**src/shared/gsci_regs.svh**
```systemverilog
// Register map, reset values and fixed counts of the pin status and change-interrupt block.
// Assumes byte addresses on a 32-bit AXI4-Lite bus; only address bits 11:2 are decoded.
`ifndef GSCI_REGS_SVH
`define GSCI_REGS_SVH

// ****************************************
// Register offsets
// ****************************************
`define GSCI_OFF_SET_OUT    12'h030
`define GSCI_OFF_CLR_OUT    12'h034
`define GSCI_OFF_OUT_STAT   12'h038
`define GSCI_OFF_PIN_STAT   12'h03C
`define GSCI_OFF_IRQ_EN     12'h040
`define GSCI_OFF_IRQ_DIS    12'h044
`define GSCI_OFF_IRQ_MASK   12'h048
`define GSCI_OFF_IRQ_STAT   12'h04C

// ****************************************
// Reset values and counts
// ****************************************
`define GSCI_RST_WORD       32'h0000_0000
`define GSCI_ONES_WORD      32'hFFFF_FFFF
`define GSCI_SYNC_FILL      2'h3

`endif

```
**src/shared/gsci_pkg.sv**
```systemverilog
// Types shared by the pin status and change-interrupt block.
// Assumes 32 lines and 32-bit AXI4-Lite data.
package gsci_pkg;

  // ****************************************
  // Types
  // ****************************************
  typedef logic [31:0] gsci_word_t;
  typedef logic [11:0] gsci_addr_t;
  typedef logic [3:0]  gsci_strb_t;

  typedef enum logic [1:0] {
    GSCI_RESP_OKAY   = 2'b00,
    GSCI_RESP_SLVERR = 2'b10
  } gsci_resp_t;

endpackage : gsci_pkg

```
**src/gsci_top.sv**
```systemverilog
// Pin status, output data and change-interrupt logic of a 32-line parallel I/O controller.
// Assumes ownership and direction come from controller logic on clk_i; pins are asynchronous.
//
// Register access over AXI4-Lite is this design's own decision.
`timescale 1ns/1ns
`include "gsci_regs.svh"

module gsci_top (
  input  wire logic                 clk_i,
  input  wire logic                 reset_i,
  input  wire logic                 ce_i,
  // AXI4-Lite slave
  input  wire logic                 awvalid_i,
  output logic                      awready_o,
  input  wire gsci_pkg::gsci_addr_t awaddr_i,
  input  wire logic                 wvalid_i,
  output logic                      wready_o,
  input  wire gsci_pkg::gsci_word_t wdata_i,
  input  wire gsci_pkg::gsci_strb_t wstrb_i,
  output logic                      bvalid_o,
  input  wire logic                 bready_i,
  output gsci_pkg::gsci_resp_t      bresp_o,
  input  wire logic                 arvalid_i,
  output logic                      arready_o,
  input  wire gsci_pkg::gsci_addr_t araddr_i,
  output logic                      rvalid_o,
  input  wire logic                 rready_i,
  output gsci_pkg::gsci_word_t      rdata_o,
  output gsci_pkg::gsci_resp_t      rresp_o,
  // Controller configuration, same clock
  input  wire gsci_pkg::gsci_word_t owned_i,
  input  wire gsci_pkg::gsci_word_t out_en_i,
  // Pins
  input  wire gsci_pkg::gsci_word_t pin_i,
  output gsci_pkg::gsci_word_t      pin_out_o,
  output gsci_pkg::gsci_word_t      pin_oe_o,
  output logic                      irq_o
);
  import gsci_pkg::*;

  // ****************************************
  // State
  // ****************************************
  gsci_addr_t aw_addr;
  gsci_word_t w_data;
  gsci_strb_t w_strb;
  gsci_word_t wr_bits;
  gsci_word_t out_data;
  gsci_word_t irq_mask;
  gsci_word_t irq_status;
  gsci_word_t pin_s1;
  gsci_word_t pin_s2;
  gsci_word_t pin_prev;
  gsci_word_t edges;
  gsci_word_t stat_clr;
  gsci_word_t next_rdata;
  gsci_resp_t next_rresp;
  gsci_resp_t next_bresp;
  logic [1:0] sync_fill;
  logic       primed;
  logic       wr_go;
  logic       rd_go;

  // Write commits once address and data are both held
  assign wr_go = ce_i & ~awready_o & ~wready_o & ~bvalid_o;
  assign rd_go = ce_i & arvalid_i & arready_o;

  // Byte strobes gate the written bits per lane
  for (genvar g = 0; g < 4; g++) begin : g_lane
    assign wr_bits[8*g +: 8] = w_data[8*g +: 8] & {8{w_strb[g]}};
  end

  // ****************************************
  // AXI4-Lite write channels
  // ****************************************
  // Address and data taken in either order, one write at a time
  always_ff @(posedge clk_i or posedge reset_i) begin
    if (reset_i) begin
      awready_o <= 1'b1;
      wready_o  <= 1'b1;
      aw_addr   <= '0;
      w_data    <= `GSCI_RST_WORD;
      w_strb    <= '0;
    end else if (ce_i) begin
      if (awvalid_i && awready_o) begin
        awready_o <= 1'b0;
        aw_addr   <= awaddr_i;
      end
      if (wvalid_i && wready_o) begin
        wready_o <= 1'b0;
        w_data   <= wdata_i;
        w_strb   <= wstrb_i;
      end
      if (wr_go) begin
        awready_o <= 1'b1;
        wready_o  <= 1'b1;
      end
    end
  end

  // Unmapped addresses answer SLVERR
  always_comb begin
    unique case (aw_addr[11:2])
      `GSCI_OFF_SET_OUT >> 2, `GSCI_OFF_CLR_OUT >> 2,
      `GSCI_OFF_OUT_STAT >> 2, `GSCI_OFF_PIN_STAT >> 2,
      `GSCI_OFF_IRQ_EN >> 2, `GSCI_OFF_IRQ_DIS >> 2,
      `GSCI_OFF_IRQ_MASK >> 2, `GSCI_OFF_IRQ_STAT >> 2: next_bresp = GSCI_RESP_OKAY;
      default:                                         next_bresp = GSCI_RESP_SLVERR;
    endcase
  end

  // Write response held until bready
  always_ff @(posedge clk_i or posedge reset_i) begin
    if (reset_i) begin
      bvalid_o <= 1'b0;
      bresp_o  <= GSCI_RESP_OKAY;
    end else if (ce_i) begin
      if (wr_go) begin
        bvalid_o <= 1'b1;
        bresp_o  <= next_bresp;
      end else if (bready_i) begin
        bvalid_o <= 1'b0;
      end
    end
  end

  // ****************************************
  // AXI4-Lite read channels
  // ****************************************
  // Read mux; write-only registers read as zero
  always_comb begin
    next_rdata = `GSCI_RST_WORD;
    next_rresp = GSCI_RESP_OKAY;
    unique case (araddr_i[11:2])
      `GSCI_OFF_OUT_STAT >> 2: next_rdata = out_data;
      `GSCI_OFF_PIN_STAT >> 2: next_rdata = pin_s2;
      `GSCI_OFF_IRQ_MASK >> 2: next_rdata = irq_mask;
      `GSCI_OFF_IRQ_STAT >> 2: next_rdata = irq_status;
      `GSCI_OFF_SET_OUT >> 2, `GSCI_OFF_CLR_OUT >> 2,
      `GSCI_OFF_IRQ_EN >> 2, `GSCI_OFF_IRQ_DIS >> 2: next_rdata = `GSCI_RST_WORD;
      default:                 next_rresp = GSCI_RESP_SLVERR;
    endcase
  end

  // Data captured at the address handshake, held until rready
  always_ff @(posedge clk_i or posedge reset_i) begin
    if (reset_i) begin
      arready_o <= 1'b1;
      rvalid_o  <= 1'b0;
      rdata_o   <= `GSCI_RST_WORD;
      rresp_o   <= GSCI_RESP_OKAY;
    end else if (ce_i) begin
      if (rd_go) begin
        arready_o <= 1'b0;
        rvalid_o  <= 1'b1;
        rdata_o   <= next_rdata;
        rresp_o   <= next_rresp;
      end else if (rvalid_o && rready_i) begin
        rvalid_o  <= 1'b0;
        arready_o <= 1'b1;
      end
    end
  end

  // ****************************************
  // Output data and pin drive
  // ****************************************
  // Set and clear writes; bits in neither are untouched
  always_ff @(posedge clk_i or posedge reset_i) begin
    if (reset_i) begin
      out_data <= `GSCI_RST_WORD;
    end else if (wr_go) begin
      if (aw_addr[11:2] == `GSCI_OFF_SET_OUT >> 2) begin
        out_data <= out_data | wr_bits;
      end else if (aw_addr[11:2] == `GSCI_OFF_CLR_OUT >> 2) begin
        out_data <= out_data & ~wr_bits;
      end
    end
  end

  // Value always presented; enable only when owned and output
  always_ff @(posedge clk_i or posedge reset_i) begin
    if (reset_i) begin
      pin_out_o <= `GSCI_RST_WORD;
      pin_oe_o  <= `GSCI_RST_WORD;
    end else if (ce_i) begin
      pin_out_o <= out_data;
      pin_oe_o  <= owned_i & out_en_i;
    end
  end

  // ****************************************
  // Pin sampling and edge detection
  // ****************************************
  // Two-stage synchroniser, then one-clock history
  always_ff @(posedge clk_i or posedge reset_i) begin
    if (reset_i) begin
      pin_s1    <= `GSCI_RST_WORD;
      pin_s2    <= `GSCI_RST_WORD;
      pin_prev  <= `GSCI_RST_WORD;
      sync_fill <= '0;
    end else if (ce_i) begin
      pin_s1   <= pin_i;
      pin_s2   <= pin_s1;
      pin_prev <= pin_s2;
      if (!primed) begin
        sync_fill <= sync_fill + 2'd1;
      end
    end
  end

  // Held off until history is real, so reset shows no false edges
  assign primed = (sync_fill == `GSCI_SYNC_FILL);
  assign edges  = primed ? (pin_s2 ^ pin_prev) : `GSCI_RST_WORD;

  // ****************************************
  // Interrupt mask, status and request
  // ****************************************
  // Enable sets and disable clears; other writes leave it alone
  always_ff @(posedge clk_i or posedge reset_i) begin
    if (reset_i) begin
      irq_mask <= `GSCI_RST_WORD;
    end else if (wr_go) begin
      if (aw_addr[11:2] == `GSCI_OFF_IRQ_EN >> 2) begin
        irq_mask <= irq_mask | wr_bits;
      end else if (aw_addr[11:2] == `GSCI_OFF_IRQ_DIS >> 2) begin
        irq_mask <= irq_mask & ~wr_bits;
      end
    end
  end

  // Read clears all; writing ones also clears those bits
  always_comb begin
    stat_clr = `GSCI_RST_WORD;
    if (rd_go && araddr_i[11:2] == `GSCI_OFF_IRQ_STAT >> 2) begin
      stat_clr = `GSCI_ONES_WORD;
    end else if (wr_go && aw_addr[11:2] == `GSCI_OFF_IRQ_STAT >> 2) begin
      stat_clr = wr_bits;
    end
  end

  // New edge wins over a clear in the same cycle, so none is lost
  always_ff @(posedge clk_i or posedge reset_i) begin
    if (reset_i) begin
      irq_status <= `GSCI_RST_WORD;
    end else if (ce_i) begin
      irq_status <= (irq_status & ~stat_clr) | edges;
    end
  end

  // Level request to the interrupt controller
  always_ff @(posedge clk_i or posedge reset_i) begin
    if (reset_i) begin
      irq_o <= 1'b0;
    end else if (ce_i) begin
      irq_o <= |(irq_status & irq_mask);
    end
  end

  // ****************************************
  // Assertions
  // ****************************************
  a_out_stat_read: assert property (@(posedge clk_i) disable iff (reset_i)
    rd_go && araddr_i[11:2] == `GSCI_OFF_OUT_STAT >> 2 |=> rdata_o == $past(out_data))
    else $error("output status read mismatch");

  a_pin_drive: assert property (@(posedge clk_i) disable iff (reset_i)
    ce_i |=> pin_oe_o == $past(owned_i & out_en_i) && pin_out_o == $past(out_data))
    else $error("pin drive not gated by owner and direction");

  a_pin_level: assert property (@(posedge clk_i) disable iff (reset_i)
    ce_i ##1 ce_i ##1 (rd_go && araddr_i[11:2] == `GSCI_OFF_PIN_STAT >> 2)
    |=> rdata_o == $past(pin_i, 3))
    else $error("pin status does not follow pin");

  a_enable_mask: assert property (@(posedge clk_i) disable iff (reset_i)
    wr_go && aw_addr[11:2] == `GSCI_OFF_IRQ_EN >> 2
    |=> (irq_mask & $past(wr_bits)) == $past(wr_bits) && (irq_mask | $past(irq_mask)) == irq_mask)
    else $error("enable write did not set mask");

  a_disable_mask: assert property (@(posedge clk_i) disable iff (reset_i)
    wr_go && aw_addr[11:2] == `GSCI_OFF_IRQ_DIS >> 2
    |=> (irq_mask & $past(wr_bits)) == '0 && (irq_mask & $past(irq_mask)) == irq_mask)
    else $error("disable write did not clear mask");

  a_mask_stable: assert property (@(posedge clk_i) disable iff (reset_i)
    !(wr_go && aw_addr[11:3] == `GSCI_OFF_IRQ_EN >> 3) |=> $stable(irq_mask))
    else $error("mask changed without enable or disable write");

  a_edge_sets: assert property (@(posedge clk_i) disable iff (reset_i)
    ce_i && primed && pin_s2 != pin_prev |=> (irq_status & $past(pin_s2 ^ pin_prev)) != '0)
    else $error("edge not recorded in status");

  a_read_clears: assert property (@(posedge clk_i) disable iff (reset_i)
    rd_go && araddr_i[11:2] == `GSCI_OFF_IRQ_STAT >> 2 && edges == '0
    |=> irq_status == '0 && rdata_o == $past(irq_status))
    else $error("status not cleared by read");

  a_set_output: assert property (@(posedge clk_i) disable iff (reset_i)
    wr_go && aw_addr[11:2] == `GSCI_OFF_SET_OUT >> 2
    |=> out_data == ($past(out_data) | $past(wr_bits)))
    else $error("set write wrong");

  a_clear_output: assert property (@(posedge clk_i) disable iff (reset_i)
    wr_go && aw_addr[11:2] == `GSCI_OFF_CLR_OUT >> 2
    |=> out_data == ($past(out_data) & ~$past(wr_bits)))
    else $error("clear write wrong");

  a_irq_level: assert property (@(posedge clk_i) disable iff (reset_i)
    ce_i |=> irq_o == |($past(irq_status) & $past(irq_mask)))
    else $error("interrupt level wrong");

  a_edge_prompt: assert property (@(posedge clk_i) disable iff (reset_i)
    ce_i && primed && $changed(pin_s2) |-> edges == (pin_s2 ^ $past(pin_s2)))
    else $error("edge not seen against previous level");

  c_write_resp: cover property (@(posedge clk_i) disable iff (reset_i) bvalid_o && bready_i);
  c_irq_raise:  cover property (@(posedge clk_i) disable iff (reset_i) $rose(irq_o));
  c_read_clear: cover property (@(posedge clk_i) disable iff (reset_i)
    rd_go && araddr_i[11:2] == `GSCI_OFF_IRQ_STAT >> 2 && irq_status != '0);

endmodule : gsci_top

```
**config.mk**
```make
export PLATFORM = sky130hd
export DESIGN_NAME = gsci_top
export DESIGN_NICKNAME = d
export VERILOG_FILES = /design/src/shared/gsci_pkg.sv /design/src/gsci_top.sv
export VERILOG_INCLUDE_DIRS = /design/src /design/src/shared
export SDC_FILE = /design/constraint.sdc
export NUM_CORES = 1
export LEC_CHECK = 0
export BUFFER_PORTS_ARGS = -buffer_cell sky130_fd_sc_hd__clkbuf_2
export CORE_UTILIZATION = 40
export CTS_BUF_LIST = sky130_fd_sc_hd__clkbuf_4
export CTS_CLUSTER_DIAMETER = 80
export DETAILED_ROUTE_END_ITERATION = 10
export SYNTH_ARGS = -nofsm -noshare
export SYNTH_HDL_FRONTEND = slang
export SYNTH_SLANG_ARGS = --single-unit
```
**constraint.sdc**
```tcl
create_clock -name clk_i -period 10.4 [get_ports clk_i]
set_input_delay 1.04 -clock clk_i [delete_from_list [all_inputs] [get_ports clk_i]]
set_output_delay 1.04 -clock clk_i [all_outputs]
set_load 0.005 [all_outputs]
```
==> flow_results.org <==
** Cells and area
- Final layout net count :: 1,707
- In the final layout, the multi-input gates occupy 5780 um2.
- Cells fill 48.6% of the core in the end.
- Once layout is complete, the cells apart from fillers number 2,081.
- Sequential Area :: 8610 um2
- After filler insertion, the fill cell instance count of the layout stands at 3,397.
- From synthesis to final layout, the design area changed by 19.6%.
- Proportion of layout cells with a drive suffix above 1 :: 39.2%

** Floorplanning
- Row generation in the floorplan step produced 70 rows.
- Full die area :: 38,000 um2
- I/O Pins :: 270
- CORE AREA :: 36,600 um2
- The die is 195 um wide.
- Starting density of the core :: 40.6%
- From bottom edge to top edge, the die measures 195 um.

** Setup path
- Crit-path cells :: clkbuf_8, buf_4, buf_4, nor2b_1, mux2_2
- In this run the critical register-to-register path is captured at irq_status[29].
- Most numerous cell on the critical path :: sky130_fd_sc_hd__buf_4
- For the worst setup path, the data arrival time is 3680 ps.
- STA classifies the critical path startpoint as an input port.
- In this run the critical register-to-register path is launched from arready_o.
- CP max FO :: 80
- For the worst setup path, the data required time is 11,040 ps.
- Critical Path Sink Type :: register
- Worst stage delay on the critical path :: 820 ps
- Setup CP Type :: input port to register
- Among all stages on the critical path, the largest delay is contributed by sky130_fd_sc_hd__buf_4.
- Setup slack on the worst reg-to-reg path comes out at 7680 ps.
- Cell family with most CP delay :: buffers and inverters
- Worst reg-to-reg path cell count :: 6
- Counting both buffers and inverters, the worst setup path holds a total of 3.

** Clock network
- The cell sitting at the root of the clock tree is a sky130_fd_sc_hd__clkbuf_4.
- Counting the buffers created by CTS gives 93.
- CTS saw 344 sinks.
- Maximum root-to-sink buffer count :: 3
- Clock network latency to the later pin of the worst-skew pair :: 750 ps
- Gates resized during post-CTS repair numbered 0.
- Buffers inserted by post-CTS timing repair :: 0
- Post-CTS Hold Buffers :: 0
- The H-tree was split into 3 levels.
- Clock transition at the registers of the reported paths :: 70 ps
- CTS tree :: built

** Min path
- The tightest min-delay check is of the input port to async pin type.

** Yosys
- The number of different library cells used by synthesis comes to 41.
- The mapped netlist covers 14,900 um2.
- In this run, synthesis produced a sequential element count of 344.
- Share of the yosys chip area belonging to registers :: 57.9%
- Xor and xnor fraction of the mapped netlist area :: 1.94%
- Multiplexer area fraction after synthesis :: 17.6%
- The synthesized netlist devotes 12.0% of its cell area to compound gates.
- Total number of yosys warnings :: 0
- The synthesized netlist devotes 0.0841% of its cell area to adder and majority cells.
- Largest family of logic cells by synthesized area :: multiplexers
- After Yosys synthesis, and, or, nand and nor cells account for 7.10% of the synthesized area.
- Number of instances in the synthesized netlist :: 1,256
- After synthesis, the mean cell area works out to 11.8 um2.

** Detailed routing
- The count of nets left with antenna violations once routing finished came out at 0.
- Dividing the detail-routed via count by the number of cells gives 5.21.
- In the final routed layout, each cell accounts on average for 18.8 um.
- The first detailed-routing pass took 6 iterations.
- Remaining routing DRC violations :: 0
- The detailed router finished its first iteration with 491 violations.
- Across all layers, the routed design uses 10,800 vias.
- Summed over all layers, the routed wires come to 39,000 um.

** Global routing
- Busiest layer in global routing :: met2
- The first global-routing pass estimated 61,900 um of wire.
- Global routing used 33.1% of the available met2 tracks.
- Overflow after GRT :: 0
- Across every metal layer, demand over resource in global routing totals 21.0%.
- Pin count of the biggest net entering global routing :: 158
- Initial antenna violation count :: 4
- In the global route stage, met3 resource usage came out at 4.58%.
- The via count of the first global-routing pass came to 11,100.
- Met1 Track Usage GR :: 28.1%

** Timing
- Measured against its own limit, the worst slew margin works out to 31.5%.
- The number of hold-slack violations in the final timing report came to 0.
- In the finished design, the share of the clock period the worst path needs comes to 29.3%.
- Setup skew after layout :: 48.5 ps
- Minimum period implied by the final worst setup slack :: 3040 ps
- Summed over all failing endpoints, the final setup total negative slack is 0 ps.
- The final-report max-slew violation count was 0.
- At the pin with the least slew margin, the transition time is 1030 ps.
- Final setup violation count :: 0
- Setup repair after global routing left no endpoint under its margin.
- Top achievable clock speed :: 328 MHz

** Pwr
- Leakage power summed over all cells :: 8.25 nW
- Across the VDD grid, the largest voltage drop is 0.0855 mV.
- Overall power consumption after layout is estimated at 3.64 mW.
- Power spread over the standard cell area amounts to 205 nW/um2.

** Flow run
- Max-cap check violation count :: 0

** Placed design
- During placement, the flow inserted port buffers numbering 263.
- The congestion estimate from routability-driven global placement came to 0.722.
- In this run, placement finished with an instance count of 1,915.
- The wire-length estimate of the detail-placed layout is 24,500 um.

** Run status
- Status :: finished clean
## metrics by stage
stage	setup slack [ps]	hold slack [ps]	cell area [um2]
final	7360	452	17800
after global routing	7200	420	17800
after detailed placement	6530	468	16600
after CTS	7370	391	17800
after floorplan	4760	448	14900
after global placement	6560	462	16600
## Yosys cell counts, drive strengths merged
library cell	instances	share of area (%)
nand4	5	0.29
o2111ai	1	0.059
buf	18	0.79
mux2i	64	4.3
nor2b	1	0.042
or3b	1	0.059
nand3	68	2.3
o22ai	32	1.3
xor2	1	0.059
a31o	32	1.9
conb	1	0.025
nor2	39	0.98
nor4b	2	0.22
a22oi	14	0.71
nand2	110	2.8
clkbuf	71	1.8
xnor2	32	1.9
nand3b	1	0.050
o31ai	64	3.2
ha	1	0.084
dfrtp	341	57
and4	1	0.059
inv	33	0.83
o21a	1	0.050
a21oi	1	0.034
a31oi	3	0.13
dfstp	3	0.53
nor4bb	2	0.13
o21ai	129	4.3
mux2	175	13
a222oi	1	0.067
and3	1	0.042
a21o	3	0.15
nor3	3	0.10
nor3b	1	0.050
## metal layers
layer	wire, um	part of all wire [%]
met3	2270	5.8
met5	0	0
met4	843	2.2
met2	18100	46
met1	17800	46
## power breakdown
| group | internal [mW] | total [mW] | switching (mW) |
|---|---|---|---|
| Sequential | 1.57 | 1.81 | 0.239 |
| Combinational | 0.301 | 0.603 | 0.302 |
| Clock | 0.681 | 1.23 | 0.550 |
## layout by cell type, fill, tap and decap left out, types with 2 or more instances in the layout
cell and count:
sky130_fd_sc_hd__a31o_2 12, sky130_fd_sc_hd__inv_1 32, sky130_fd_sc_hd__a21o_1 3, sky130_fd_sc_hd__a22oi_1 14
sky130_fd_sc_hd__nand2_1 108, sky130_fd_sc_hd__buf_4 15, sky130_fd_sc_hd__nand4_2 2, sky130_fd_sc_hd__nor3_1 3
sky130_fd_sc_hd__xnor2_1 32, sky130_fd_sc_hd__mux2_2 175, sky130_fd_sc_hd__conb_1 2, sky130_fd_sc_hd__buf_12 2
sky130_fd_sc_hd__nor2_1 39, sky130_fd_sc_hd__a31o_1 20, sky130_fd_sc_hd__dfstp_2 3, sky130_fd_sc_hd__nand3_1 66
sky130_fd_sc_hd__a31oi_1 3, sky130_fd_sc_hd__clkbuf_4 146, sky130_fd_sc_hd__diode_2 3, sky130_fd_sc_hd__mux2i_1 64
sky130_fd_sc_hd__clkbuf_2 261, sky130_fd_sc_hd__o21ai_0 129, sky130_fd_sc_hd__o22ai_1 32, sky130_fd_sc_hd__clkinv_1 10
sky130_fd_sc_hd__nand2_2 2, sky130_fd_sc_hd__nor4bb_1 2, sky130_fd_sc_hd__o31ai_1 64, sky130_fd_sc_hd__bufinv_16 2
sky130_fd_sc_hd__clkinv_2 3, sky130_fd_sc_hd__dfrtp_1 341, sky130_fd_sc_hd__inv_2 2, sky130_fd_sc_hd__nand4_1 3
sky130_fd_sc_hd__nand3_2 2
## worst register-to-register path, delay by kind of cell (launching register included)
kind / cells / cell delay [ps]
buffers and inverters: 2 / 860
AO/OA/AOI/OAI: 1 / 270
flip-flops: 1 / 570
AND/OR/NAND/NOR: 3 / 910
## worst max path at each step
stage	start	end	cells past startpoint
6_report	ce_i	sync_fill[1]	5
5_1_grt	ce_i	sync_fill[1]	5
4_1_cts	ce_i	sync_fill[1]	5
3_5_place_dp	ce_i	sync_fill[1]	5
3_3_place_gp	ce_i	sync_fill[1]	5
2_1_floorplan	reset_i	async pin	1
## kinds of logic (layout without fill, tap and decap cells)
group	Yosys count	count (layout)
fa+ha+maj	1	1
flops	344	344
mux	239	239
xor+xnor	33	33
simple gates	235	235
other cells	1	5
buf+inv	122	475
compound gates	281	281
## cell type report
type | instances | share of cell area [%]
tap | 468 | 3.29
sequential | 344 | 48.4
multi-input combinational | 791 | 32.5
clock buffer | 146 | 6.16
clock inverter | 17 | 0.675
inverter | 33 | 0.717
timing repair buffer | 279 | 8.27
antenna | 3 | 0.0422
(Power assumes the default switching activity.)
